$ cat config.mk
export PLATFORM = sky130hd
export DESIGN_NAME = imager_control_eeprom_access
export DESIGN_NICKNAME = d
export VERILOG_FILES = /design/src/i2c_target_link.v /design/src/imager_control_eeprom_access.v /design/src/nvm_store.v
export VERILOG_INCLUDE_DIRS = /design/src
export SDC_FILE = /design/constraint.sdc
export NUM_CORES = 2
export LEC_CHECK = 0
export BUFFER_PORTS_ARGS = -buffer_cell sky130_fd_sc_hd__buf_2
export CORE_ASPECT_RATIO = 0.8
export CORE_MARGIN = 3
export CORE_UTILIZATION = 30
export DETAILED_ROUTE_END_ITERATION = 8
export MAX_ROUTING_LAYER = met4
export PLACE_DENSITY_LB_ADDON = 0.12
export SYNTH_ARGS = -nofsm -noshare
export SYNTH_HDL_FRONTEND = slang
export SYNTH_HIERARCHICAL = 1
export SYNTH_SLANG_ARGS = --single-unit
$ cat constraint.sdc
create_clock -name clk -period 4.34 [get_ports clk]
set_clock_uncertainty 0.05 [all_clocks]
set_input_delay 0.217 -clock clk [delete_from_list [all_inputs] [get_ports clk]]
set_output_delay 0.217 -clock clk [all_outputs]
set_load 0.02 [all_outputs]
$ cat src/imager_ctrl_map.vh
// Register offsets, field positions, reset values and timing counts of the imager control block
`ifndef IMAGER_CTRL_MAP_VH
`define IMAGER_CTRL_MAP_VH

// ==========================================
// Register offsets
`define REG_SILICON_VERSION 8'h01
`define REG_NVM_POINTER 8'h11
`define REG_NVM_WINDOW 8'h12
`define REG_MODULATION_CONTROL 8'h92
`define REG_INTEGRATION_HI 8'hA2
`define REG_INTEGRATION_LO 8'hA3
`define REG_SHUTTER_CONTROL 8'hA4

// ==========================================
// Nonvolatile byte addresses without working copies
`define NVM_WAFER_ID_HI 8'hF6
`define NVM_WAFER_ID_LO 8'hF7
`define NVM_CHIP_ID_HI 8'hF8
`define NVM_CHIP_ID_LO 8'hF9
`define NVM_PART_VERSION 8'hFB

// ==========================================
// Serial bus commands
`define GENERAL_CALL_ADDR 7'h00
`define CMD_SOFT_RESET 8'h06

// ==========================================
// Field positions
`define FLD_MODSEL_HI 7
`define FLD_MODSEL_LO 6
`define FLD_COUNT_HI 5
`define FLD_COUNT_LO 4
`define FLD_SHUTTER_RELEASE 0

// ==========================================
// Reset values
`define RST_NVM_POINTER 8'h00
`define RST_SHUTTER_CONTROL 8'h00

// ==========================================
// Timing
`define CLK_PERIOD_PS 4000
`define RESET_HOLD_NS 100
`define RESET_HOLD_CYCLES ((`RESET_HOLD_NS * 1000 + `CLK_PERIOD_PS - 1) / `CLK_PERIOD_PS)
`define NVM_PROGRAM_MS 20
`define NVM_PROGRAM_CYCLES (`NVM_PROGRAM_MS * (1000000000 / `CLK_PERIOD_PS))
`define INT_UNIT_PS 20833
`define INT_UNIT_CYCLES (`INT_UNIT_PS / `CLK_PERIOD_PS)

`endif

$ cat src/i2c_target_link.v
// Serial bus target: bit framing, address match, acknowledge and byte strobes
`timescale 1ns/1ps

module i2c_target_link #(
	parameter [6:0] DEV_ADDR = 7'h20
)(
	input wire clk,
	input wire rst_n,
	input wire scl,
	input wire sdaIn,
	output reg sdaOut,
	output reg sdaOe,
	output reg wrValid,
	output reg [7:0] wrData,
	output reg wrFirst,
	output reg wrGeneral,
	output reg rdReq,
	input wire [7:0] rdData
);
`include "imager_ctrl_map.vh"

	localparam [2:0] S_IDLE = 3'd0;
	localparam [2:0] S_ADDR = 3'd1;
	localparam [2:0] S_ADDR_ACK = 3'd2;
	localparam [2:0] S_WRITE = 3'd3;
	localparam [2:0] S_WRITE_ACK = 3'd4;
	localparam [2:0] S_READ = 3'd5;
	localparam [2:0] S_READ_ACK = 3'd6;

	reg sclMeta, sclSync, sclLast;
	reg sdaMeta, sdaSync, sdaLast;
	reg [2:0] state;
	reg [3:0] bitCnt;
	reg [7:0] shift;
	reg [7:0] txByte;
	reg isRead, isGeneral, firstPending;

	wire sclRise = sclSync & ~sclLast;
	wire sclFall = ~sclSync & sclLast;
	wire startCond = sclSync & sclLast & sdaLast & ~sdaSync;
	wire stopCond = sclSync & sclLast & ~sdaLast & sdaSync;
	wire addrHit = (shift[7:1] == DEV_ADDR) || (shift[7:1] == `GENERAL_CALL_ADDR && !shift[0]);

	// ==========================================
	// Framing state machine
	always @(posedge clk)
	begin
		if (!rst_n)
		begin
			sclMeta <= 1'b1; sclSync <= 1'b1; sclLast <= 1'b1;
			sdaMeta <= 1'b1; sdaSync <= 1'b1; sdaLast <= 1'b1;
			state <= S_IDLE; bitCnt <= 4'h0; shift <= 8'h00; txByte <= 8'h00;
			isRead <= 1'b0; isGeneral <= 1'b0; firstPending <= 1'b0;
			sdaOut <= 1'b0; sdaOe <= 1'b0; wrValid <= 1'b0; wrData <= 8'h00;
			wrFirst <= 1'b0; wrGeneral <= 1'b0; rdReq <= 1'b0;
		end
		else
		begin
			sclMeta <= scl; sclSync <= sclMeta; sclLast <= sclSync;
			sdaMeta <= sdaIn; sdaSync <= sdaMeta; sdaLast <= sdaSync;
			wrValid <= 1'b0;
			rdReq <= 1'b0;
			if (startCond)
			begin
				state <= S_ADDR;
				bitCnt <= 4'h0;
				sdaOe <= 1'b0;
			end
			else if (stopCond)
			begin
				state <= S_IDLE;
				sdaOe <= 1'b0;
			end
			else
			begin
				case (state)
				S_ADDR, S_WRITE:
					if (sclRise)
					begin
						shift <= {shift[6:0], sdaSync};
						bitCnt <= bitCnt + 4'h1;
					end
					else if (sclFall && bitCnt == 4'h8)
					begin
						bitCnt <= 4'h0;
						if (state == S_ADDR)
						begin
							if (addrHit)
							begin
								sdaOe <= 1'b1;
								isRead <= shift[0];
								isGeneral <= (shift[7:1] == `GENERAL_CALL_ADDR);
								firstPending <= 1'b1;
								rdReq <= shift[0];
								state <= S_ADDR_ACK;
							end
							else
								state <= S_IDLE;
						end
						else
						begin
							sdaOe <= 1'b1;
							wrValid <= 1'b1;
							wrData <= shift;
							wrFirst <= firstPending;
							wrGeneral <= isGeneral;
							firstPending <= 1'b0;
							state <= S_WRITE_ACK;
						end
					end
				S_ADDR_ACK:
					if (sclFall)
					begin
						if (isRead)
						begin
							// First bit goes out on the same fall that ends the acknowledge
							txByte <= {rdData[6:0], 1'b0};
							sdaOe <= ~rdData[7];
							bitCnt <= 4'h1;
							state <= S_READ;
						end
						else
						begin
							sdaOe <= 1'b0;
							state <= S_WRITE;
						end
					end
				S_WRITE_ACK:
					if (sclFall)
					begin
						sdaOe <= 1'b0;
						state <= S_WRITE;
					end
				S_READ:
					if (sclFall)
					begin
						if (bitCnt == 4'h8)
						begin
							sdaOe <= 1'b0;
							state <= S_READ_ACK;
						end
						else
						begin
							sdaOe <= ~txByte[7];
							txByte <= {txByte[6:0], 1'b0};
							bitCnt <= bitCnt + 4'h1;
						end
					end
				S_READ_ACK:
					if (sclRise)
					begin
						// A not-acknowledge ends the read; the master then stops
						if (sdaSync)
							state <= S_IDLE;
						else
						begin
							rdReq <= 1'b1;
							state <= S_ADDR_ACK;
						end
					end
				default:
					state <= S_IDLE;
				endcase
			end
		end
	end

endmodule

$ cat src/imager_control_eeprom_access.v
// Imager command logic: soft reset, acquisition setup and trigger, indirect nonvolatile access
`timescale 1ns/1ps
`include "imager_ctrl_map.vh"

module imager_control_eeprom_access #(
	parameter [6:0] DEV_ADDR = 7'h20,
	parameter [7:0] SILICON_VERSION = 8'h11,
	parameter PROGRAM_CYCLES = `NVM_PROGRAM_CYCLES,
	parameter READOUT_CYCLES = 64
)(
	input wire clk,
	input wire rst_n,
	input wire scl,
	input wire sdaIn,
	output wire sdaOut,
	output wire sdaOe,
	output reg ready,
	output reg acqBusy,
	output reg integrating,
	output reg [1:0] phaseSample,
	output reg [1:0] modulationSelect,
	output reg nvmBusyOut
);

	localparam NB = 7;
	localparam [1:0] A_IDLE = 2'd0;
	localparam [1:0] A_INTEGRATE = 2'd1;
	localparam [1:0] A_READOUT = 2'd2;
	// Counts are worked out at full width, then cut to the counter widths on purpose
	localparam integer HOLD_FULL = `RESET_HOLD_CYCLES - 1;
	localparam integer UNIT_FULL = `INT_UNIT_CYCLES - 1;
	localparam integer RO_FULL = READOUT_CYCLES - 1;
	localparam [4:0] HOLD_LAST = HOLD_FULL[4:0];
	localparam [2:0] UNIT_LAST = UNIT_FULL[2:0];
	localparam [7:0] RO_LAST = RO_FULL[7:0];

	// ==========================================
	// Internal reset: pin or general call
	reg swHold;
	reg [4:0] swCnt;
	wire sysRst_n = rst_n & ~swHold;

	wire wrValid, wrFirst, wrGeneral, rdReq;
	wire [7:0] wrData;
	reg [7:0] rdByte;
	wire [7:0] nvmRdData;
	wire nvmBusy, nvmDone;

	always @(posedge clk)
	begin
		if (!rst_n)
		begin
			swHold <= 1'b0;
			swCnt <= 5'h00;
		end
		else if (swHold)
		begin
			// Held long enough for the whole device to settle, like a pin pulse
			if (swCnt == HOLD_LAST)
				swHold <= 1'b0;
			swCnt <= swCnt + 5'h01;
		end
		else if (wrValid && wrGeneral && wrData == `CMD_SOFT_RESET)
		begin
			swHold <= 1'b1;
			swCnt <= 5'h00;
		end
	end

	// ==========================================
	// Register state
	reg [7:0] regAddr;
	reg [7:0] nvmPointer;
	reg [7:0] modCtrl;
	reg [7:0] intHi;
	reg [7:0] intLo;
	reg [7:0] shutterCtrl;
	reg [1:0] loadStep;
	reg [1:0] acqState;
	reg [2:0] unitCnt;
	reg [15:0] intCnt;
	reg [15:0] intLatched;
	reg [7:0] roCnt;
	reg [1:0] sampleLast;

	function [NB-1:0] nvmIndex;
		input [7:0] addr;
		begin
			nvmIndex = addr[NB-1:0];
		end
	endfunction

	function [7:0] loadAddr;
		input [1:0] step;
		begin
			case (step)
			2'd0: loadAddr = `REG_MODULATION_CONTROL;
			2'd1: loadAddr = `REG_INTEGRATION_HI;
			default: loadAddr = `REG_INTEGRATION_LO;
			endcase
		end
	endfunction

	wire dataWr = wrValid && !wrFirst && !wrGeneral;
	wire windowWr = dataWr && regAddr == `REG_NVM_WINDOW && !nvmBusy;
	wire windowRd = rdReq && regAddr == `REG_NVM_WINDOW;
	wire shutterRelease = dataWr && regAddr == `REG_SHUTTER_CONTROL && wrData[`FLD_SHUTTER_RELEASE] && acqState == A_IDLE;
	wire [NB-1:0] nvmRdAddr = ready ? nvmIndex(nvmPointer) : nvmIndex(loadAddr(loadStep));

	// ==========================================
	// Read multiplexer
	always @*
	begin
		case (regAddr)
		`REG_SILICON_VERSION: rdByte = SILICON_VERSION;
		`REG_NVM_POINTER: rdByte = nvmPointer;
		`REG_NVM_WINDOW: rdByte = nvmRdData;
		`REG_MODULATION_CONTROL: rdByte = modCtrl;
		`REG_INTEGRATION_HI: rdByte = intHi;
		`REG_INTEGRATION_LO: rdByte = intLo;
		`REG_SHUTTER_CONTROL: rdByte = shutterCtrl;
		default: rdByte = 8'h00;
		endcase
	end

	reg [7:0] rdLatched;

	// ==========================================
	// Register writes, reset load and pointer
	always @(posedge clk)
	begin
		if (!sysRst_n)
		begin
			regAddr <= 8'h00;
			nvmPointer <= `RST_NVM_POINTER;
			modCtrl <= 8'h00;
			intHi <= 8'h00;
			intLo <= 8'h00;
			loadStep <= 2'd0;
			ready <= 1'b0;
			rdLatched <= 8'h00;
			nvmBusyOut <= 1'b0;
		end
		else
		begin
			nvmBusyOut <= nvmBusy;
			if (!ready)
			begin
				// Working copies come from the array only in this window after reset
				case (loadStep)
				2'd0: modCtrl <= nvmRdData;
				2'd1: intHi <= nvmRdData;
				default: intLo <= nvmRdData;
				endcase
				loadStep <= loadStep + 2'd1;
				if (loadStep == 2'd2)
					ready <= 1'b1;
			end
			if (rdReq)
				rdLatched <= rdByte;
			if (wrValid && wrFirst && !wrGeneral)
				regAddr <= wrData;
			else if (dataWr || rdReq)
				regAddr <= regAddr + 8'h01;
			if (dataWr && regAddr == `REG_NVM_POINTER)
				nvmPointer <= wrData;
			else if (nvmDone || windowRd)
				nvmPointer <= nvmPointer + 8'h01;
			if (ready && dataWr && acqState == A_IDLE)
			begin
				case (regAddr)
				`REG_MODULATION_CONTROL: modCtrl <= wrData;
				`REG_INTEGRATION_HI: intHi <= wrData;
				`REG_INTEGRATION_LO: intLo <= wrData;
				default: ;
				endcase
			end
		end
	end

	// ==========================================
	// Acquisition sequencer
	always @(posedge clk)
	begin
		if (!sysRst_n)
		begin
			shutterCtrl <= `RST_SHUTTER_CONTROL;
			acqState <= A_IDLE;
			acqBusy <= 1'b0;
			integrating <= 1'b0;
			phaseSample <= 2'd0;
			modulationSelect <= 2'd0;
			unitCnt <= 3'd0;
			intCnt <= 16'h0000;
			intLatched <= 16'h0000;
			roCnt <= 8'h00;
			sampleLast <= 2'd0;
		end
		else
		begin
			case (acqState)
			A_IDLE:
				if (ready && shutterRelease)
				begin
					// Settings are sampled here; writes to them are dropped until the acquisition ends
					shutterCtrl <= wrData;
					intLatched <= {intHi, intLo};
					sampleLast <= modCtrl[`FLD_COUNT_HI:`FLD_COUNT_LO];
					modulationSelect <= modCtrl[`FLD_MODSEL_HI:`FLD_MODSEL_LO];
					phaseSample <= 2'd0;
					unitCnt <= 3'd0;
					intCnt <= 16'h0000;
					acqBusy <= 1'b1;
					integrating <= 1'b1;
					acqState <= A_INTEGRATE;
				end
				else if (dataWr && regAddr == `REG_SHUTTER_CONTROL)
					shutterCtrl <= wrData;
			A_INTEGRATE:
				if (unitCnt == UNIT_LAST)
				begin
					unitCnt <= 3'd0;
					// Length value N integrates for N+1 time units
					if (intCnt == intLatched)
					begin
						integrating <= 1'b0;
						roCnt <= 8'h00;
						acqState <= A_READOUT;
					end
					else
						intCnt <= intCnt + 16'h0001;
				end
				else
					unitCnt <= unitCnt + 3'd1;
			A_READOUT:
				if (roCnt == RO_LAST)
				begin
					if (phaseSample == sampleLast)
					begin
						acqBusy <= 1'b0;
						shutterCtrl[`FLD_SHUTTER_RELEASE] <= 1'b0;
						acqState <= A_IDLE;
					end
					else
					begin
						phaseSample <= phaseSample + 2'd1;
						unitCnt <= 3'd0;
						intCnt <= 16'h0000;
						integrating <= 1'b1;
						acqState <= A_INTEGRATE;
					end
				end
				else
					roCnt <= roCnt + 8'h01;
			default:
				acqState <= A_IDLE;
			endcase
		end
	end

	// ==========================================
	// Submodules
	i2c_target_link #(
		.DEV_ADDR(DEV_ADDR)
	) link (
		.clk(clk),
		.rst_n(sysRst_n),
		.scl(scl),
		.sdaIn(sdaIn),
		.sdaOut(sdaOut),
		.sdaOe(sdaOe),
		.wrValid(wrValid),
		.wrData(wrData),
		.wrFirst(wrFirst),
		.wrGeneral(wrGeneral),
		.rdReq(rdReq),
		.rdData(rdLatched)
	);

	nvm_store #(
		.DEPTH_BITS(NB),
		.PROGRAM_CYCLES(PROGRAM_CYCLES)
	) nvm (
		.clk(clk),
		.rst_n(sysRst_n),
		.rdAddr(nvmRdAddr),
		.rdData(nvmRdData),
		.wrStart(windowWr),
		.wrAddr(nvmIndex(nvmPointer)),
		.wrData(wrData),
		.busy(nvmBusy),
		.done(nvmDone)
	);

endmodule

$ cat src/nvm_store.v
// Nonvolatile byte array with timed erase-and-program cycle
`timescale 1ns/1ps

module nvm_store #(
	parameter DEPTH_BITS = 7,
	parameter PROGRAM_CYCLES = 5000000,
	parameter [7:0] PART_VERSION = 8'h3C,
	parameter [15:0] WAFER_ID = 16'h1234,
	parameter [15:0] CHIP_ID = 16'h5678
)(
	input wire clk,
	input wire rst_n,
	input wire [DEPTH_BITS-1:0] rdAddr,
	output wire [7:0] rdData,
	input wire wrStart,
	input wire [DEPTH_BITS-1:0] wrAddr,
	input wire [7:0] wrData,
	output reg busy,
	output reg done
);
`include "imager_ctrl_map.vh"

	localparam CW = 23;
	localparam integer LAST_FULL = PROGRAM_CYCLES - 1;
	localparam [CW-1:0] LAST = LAST_FULL[CW-1:0];
	localparam [7:0] A_PART = `NVM_PART_VERSION;
	localparam [7:0] A_WHI = `NVM_WAFER_ID_HI;
	localparam [7:0] A_WLO = `NVM_WAFER_ID_LO;
	localparam [7:0] A_CHI = `NVM_CHIP_ID_HI;
	localparam [7:0] A_CLO = `NVM_CHIP_ID_LO;

	reg [7:0] cells [0:(1<<DEPTH_BITS)-1];
	reg [CW-1:0] cnt;
	reg [DEPTH_BITS-1:0] pendAddr;
	reg [7:0] pendData;
	integer i;

	// Factory contents stand in for what a real array keeps across power cycles
	initial
	begin
		for (i = 0; i < (1<<DEPTH_BITS); i = i + 1)
			cells[i] = 8'h00;
		cells[A_PART[DEPTH_BITS-1:0]] = PART_VERSION;
		cells[A_WHI[DEPTH_BITS-1:0]] = WAFER_ID[15:8];
		cells[A_WLO[DEPTH_BITS-1:0]] = WAFER_ID[7:0];
		cells[A_CHI[DEPTH_BITS-1:0]] = CHIP_ID[15:8];
		cells[A_CLO[DEPTH_BITS-1:0]] = CHIP_ID[7:0];
	end

	assign rdData = cells[rdAddr];

	// ==========================================
	// Program timer; the byte only changes when the cycle completes
	always @(posedge clk)
	begin
		if (!rst_n)
		begin
			busy <= 1'b0;
			done <= 1'b0;
			cnt <= {CW{1'b0}};
			pendAddr <= {DEPTH_BITS{1'b0}};
			pendData <= 8'h00;
		end
		else
		begin
			done <= 1'b0;
			if (!busy && wrStart)
			begin
				busy <= 1'b1;
				cnt <= {CW{1'b0}};
				pendAddr <= wrAddr;
				pendData <= wrData;
			end
			else if (busy)
			begin
				if (cnt == LAST)
				begin
					busy <= 1'b0;
					done <= 1'b1;
					cells[pendAddr] <= pendData;
				end
				else
					cnt <= cnt + {{(CW-1){1'b0}}, 1'b1};
			end
		end
	end

endmodule
==> qor.log <==
qor: route.routed_wirelength 136000 µm
qor: setup_path.critPathLaunchType flip-flop
qor: yosys.post-synth-top-area-cell sky130_fd_sc_hd__edfxtp_1
qor: timing.slew_headroom 12.7%
qor: cts.clockRootBuffer sky130_fd_sc_hd__clkbuf_16
qor: final_layout.final_layout_size_suffix_gt1_share 24.5%
qor: cts.cts.reportedPaths.clkPinSlew 0.06 ns
qor: final_layout.filler_free_cell_count_of_the_finished_design 5203
qor: route.number_of_optimization_iterations_in_the_first_detailed_route_pass 5
qor: setup_path.rr_endpoint rdLatched[0]
qor: min_path.min_path_type input port to flip-flop
qor: placement.buffer_ports.inserted 12
qor: route.vias 26800
qor: yosys.post_synth_instance_area 49300 µm²
qor: global_routing.grt_remaining_overflow 0
qor: cts.tritoncts_buffer_count 132
qor: setup_path.crit_end rdLatched[0]
qor: setup_path.r2r_setup_slack 0.04 ns
qor: die.floorplan.die.height 368 µm
qor: power.report.power.total 32.3 mW
qor: die.floorplan.initialDensity 30.3%
qor: die.die-area 169000 µm²
qor: placement.dp_hpwl 85700 µm
qor: die.fp.dieW 459 µm
qor: yosys.yosys_most_used_dff sky130_fd_sc_hd__edfxtp_1
qor: global_routing.antenna_found_initial 8
qor: yosys.synth_edf_count 1024
qor: cts.cts_htree_levels 4
qor: final_layout.area_growth 16.5%
qor: timing.rsz0062_at_grt true
qor: yosys.synth_seq_area_share 70.7%
qor: global_routing.globalRouteTotalUtil 16.5%
qor: run.maxCapViolCount 0
qor: route.wl_per_cell 26.1 µm
qor: yosys.ys_top_cells_by_area sky130_fd_sc_hd__edfxtp_1 (62%), sky130_fd_sc_hd__mux4_2 (15%), sky130_fd_sc_hd__dfxtp_1 (8.2%)
qor: setup_path.worstRegToRegCells 16
qor: outcome.outcome finished clean
qor: yosys.synthCells 2796
qor: setup_path.path_max_fanout 7
qor: timing.timing_max_transition_violations_final 0
qor: timing.hold_viol 0
qor: timing.fin_crit_sh 99.1%
qor: route.route.detailed.vias_per_inst 5.14
qor: min_path.holdPathStages 3
qor: setup_path.crit_arrival 4.90 ns
qor: die.io_pins 14
qor: timing.post-route-min-period 4.30 ns
qor: cts.clock_path_buffers 3
qor: power.p_leak 18.1 nW
qor: yosys.synth.top_cells.by_count sky130_fd_sc_hd__edfxtp_1 (1024), sky130_fd_sc_hd__mux4_2 (336), sky130_fd_sc_hd__nor2_1 (241)
qor: global_routing.first_global_vias 27000
qor: yosys.synth_most_common_cell sky130_fd_sc_hd__edfxtp_1
qor: timing.highest_clock_rate 232 MHz
qor: yosys.post_synth_cell_types 86
qor: setup_path.critical_path_class flip-flop to flip-flop
qor: yosys.yosys_register_bits 1227
qor: power.powerDensity 562 nW/µm²
qor: setup_path.r2r_start loadStep[1]
qor: route.drc_violations_left 0
qor: cts.worst_skew_late_latency 0.76 ns
qor: yosys.yosys_warnings 6
qor: cts.clock_tree_from_tritoncts built
qor: die.fp.coreArea 163000 µm²
qor: timing.final_setup_violation_count 0
qor: placement.placed_cells_incl_taps 4934
qor: yosys.asyncSetResetFlopFracSynth 0%
qor: route.drtIter0Drc 2481
qor: yosys.synth_top_area_share 62.4%
qor: route.ant_nets 0
qor: yosys.post_synth.cell_area_avg 17.6 µm²
qor: final_layout.layout.nets 2976
qor: global_routing.grt_start_max_net_pins 95
qor: power.vdd_drop_max 432 µV
qor: placement.gpl.final_weighted_congestion 0.808
qor: yosys.postSynthNetCount 2818
qor: setup_path.worst_setup_path_startpoint loadStep[1]
qor: timing.worst-slew-pin-transition 1.31 ns
qor: setup_path.required 4.94 ns
qor: setup_path.timing.critical_path.to_type flip-flop
qor: die.placement_rows 132
qor: global_routing.grt_pass1_wl 197000 µm
qor: cts.cts_sinks 1227
[routing by layer]
layer	routed length [µm]	vias up	GRT usage, %
met5	0	-	-
met4	2710	0	4.08
met3	7660	184	3.25
met2	60700	762	23.9
met1	64700	14300	23.7
li1	-	11500	-
[worst max-delay path, cell delays in order, from the launching register on]
cell,delay (ns)
sky130_fd_sc_hd__dfxtp_4,0.36
sky130_fd_sc_hd__inv_4,0.05
sky130_fd_sc_hd__ha_4,0.16
sky130_fd_sc_hd__nor3_4,0.19
sky130_fd_sc_hd__a21o_4,0.24
sky130_fd_sc_hd__buf_12,0.18
sky130_fd_sc_hd__buf_12,0.11
sky130_fd_sc_hd__mux4_2,0.51
sky130_fd_sc_hd__mux4_2,0.58
sky130_fd_sc_hd__mux4_2,0.51
sky130_fd_sc_hd__mux2_4,0.32
sky130_fd_sc_hd__mux2i_1,0.14
sky130_fd_sc_hd__nor2_1,0.08
sky130_fd_sc_hd__a2111oi_2,0.29
sky130_fd_sc_hd__buf_4,0.17
sky130_fd_sc_hd__a21oi_2,0.04
sky130_fd_sc_hd__a21o_1,0.19
[cell families after synthesis]
logic type	after synthesis	share of synthesized area, %
AOI/OAI and AO/OA	271	3.59
xor gates and xnor gates	43	0.764
adders and majority gates	19	0.480
buffers and inverters	171	1.50
DFF	1227	70.7
muxes	398	16.6
other	1	0.00761
and+or+nand+nor	666	6.36
[area by class of cell]
type                    instances  area, µm²
diodes                          3       7.51
multi-input cells            1398      13800
fillers                     15200     105000
clock inverters                57        494
flip-flops and latches       1227      34800
well taps                    2144       2680
inverters                      23       88.8
repair buffers                172       1780
clock buffers                 179       3650
[worst min path at each step]
stage | startpoint | end | slack (ns)
floorplan | scl | link/sclMeta | 0.27
global placement | link/sclMeta | link/sclSync | 0.35
detailed placement | link/sclMeta | link/sclSync | 0.35
CTS | sdaIn | link/sdaMeta | 0.09
global route | sdaIn | link/sdaMeta | 0.13
finish | sdaIn | link/sdaMeta | 0.16
[flip-flops by register name, summed over array words and instances, names as in the netlist, 7 cells and up]
name and cells:
intCnt 16, intHi 8, intLatched 16, intLo 8, link/shift 8, link/txByte 7, link/wrData 8, modCtrl 8
nvm/cells 1024, nvm/cnt 23, nvm/pendAddr 7, nvm/pendData 8, nvmPointer 8, rdLatched 8, regAddr 8, roCnt 8
shutterCtrl 8
[timing repair]
item | in CTS | in global routing
hold buffers | 3 | 0
endpoints found under the hold margin | 9 | 0
pin swaps | 3 | 6
buffers inserted | 10 | 12
resized for setup | 28 | 16
gates cloned | 5 | 1
endpoints found under the setup margin | 29 | 12
[through the flow]
stage               TNS [ns]  hold WS (ns)  utilization, %  setup WS [ns]  cell area [µm²]
floorplan                  0         0.268               -      0.0000986            49300
global placement       -3.19         0.352            32.4         -0.289            52600
detailed placement     -2.10         0.348            32.4         -0.213            52600
CTS                        0        0.0868            35.2        0.00150            57200
global route          -0.490         0.130            35.3         -0.110            57400
finish                     0         0.162            35.3         0.0377            57400
[cells in the final DEF (no fill, tap or decap), types with 11 or more instances in the layout]
cell / count
sky130_fd_sc_hd__mux4_2: 336
sky130_fd_sc_hd__buf_4: 117
sky130_fd_sc_hd__o21ai_0: 38
sky130_fd_sc_hd__xnor2_1: 17
sky130_fd_sc_hd__inv_1: 20
sky130_fd_sc_hd__edfxtp_1: 1024
sky130_fd_sc_hd__clkinv_2: 18
sky130_fd_sc_hd__nor2b_1: 27
sky130_fd_sc_hd__a211oi_1: 34
sky130_fd_sc_hd__mux2i_1: 49
sky130_fd_sc_hd__nor3_1: 16
sky130_fd_sc_hd__nand2_1: 184
sky130_fd_sc_hd__clkbuf_1: 35
sky130_fd_sc_hd__clkbuf_16: 138
sky130_fd_sc_hd__nand2b_1: 17
sky130_fd_sc_hd__nor2_1: 241
sky130_fd_sc_hd__nand4_1: 21
sky130_fd_sc_hd__buf_2: 12
sky130_fd_sc_hd__xor2_1: 26
sky130_fd_sc_hd__and3_1: 14
sky130_fd_sc_hd__and2_1: 13
sky130_fd_sc_hd__a22oi_1: 11
sky130_fd_sc_hd__ha_1: 16
sky130_fd_sc_hd__nor4_1: 20
sky130_fd_sc_hd__clkinv_1: 18
sky130_fd_sc_hd__buf_12: 28
sky130_fd_sc_hd__nand3_1: 56
sky130_fd_sc_hd__dfxtp_1: 194
sky130_fd_sc_hd__a21oi_1: 105
[where the power goes]
part           internal [mW]  switching [mW]  total [mW]  leakage [nW]
sequential              12.7           0.102        12.8          11.1
clock                   6.27            4.63        10.9          2.03
combinational           4.57            4.02        8.59          4.91
total                   23.5            8.76        32.3          18.1
(Power assumes the default switching activity.)
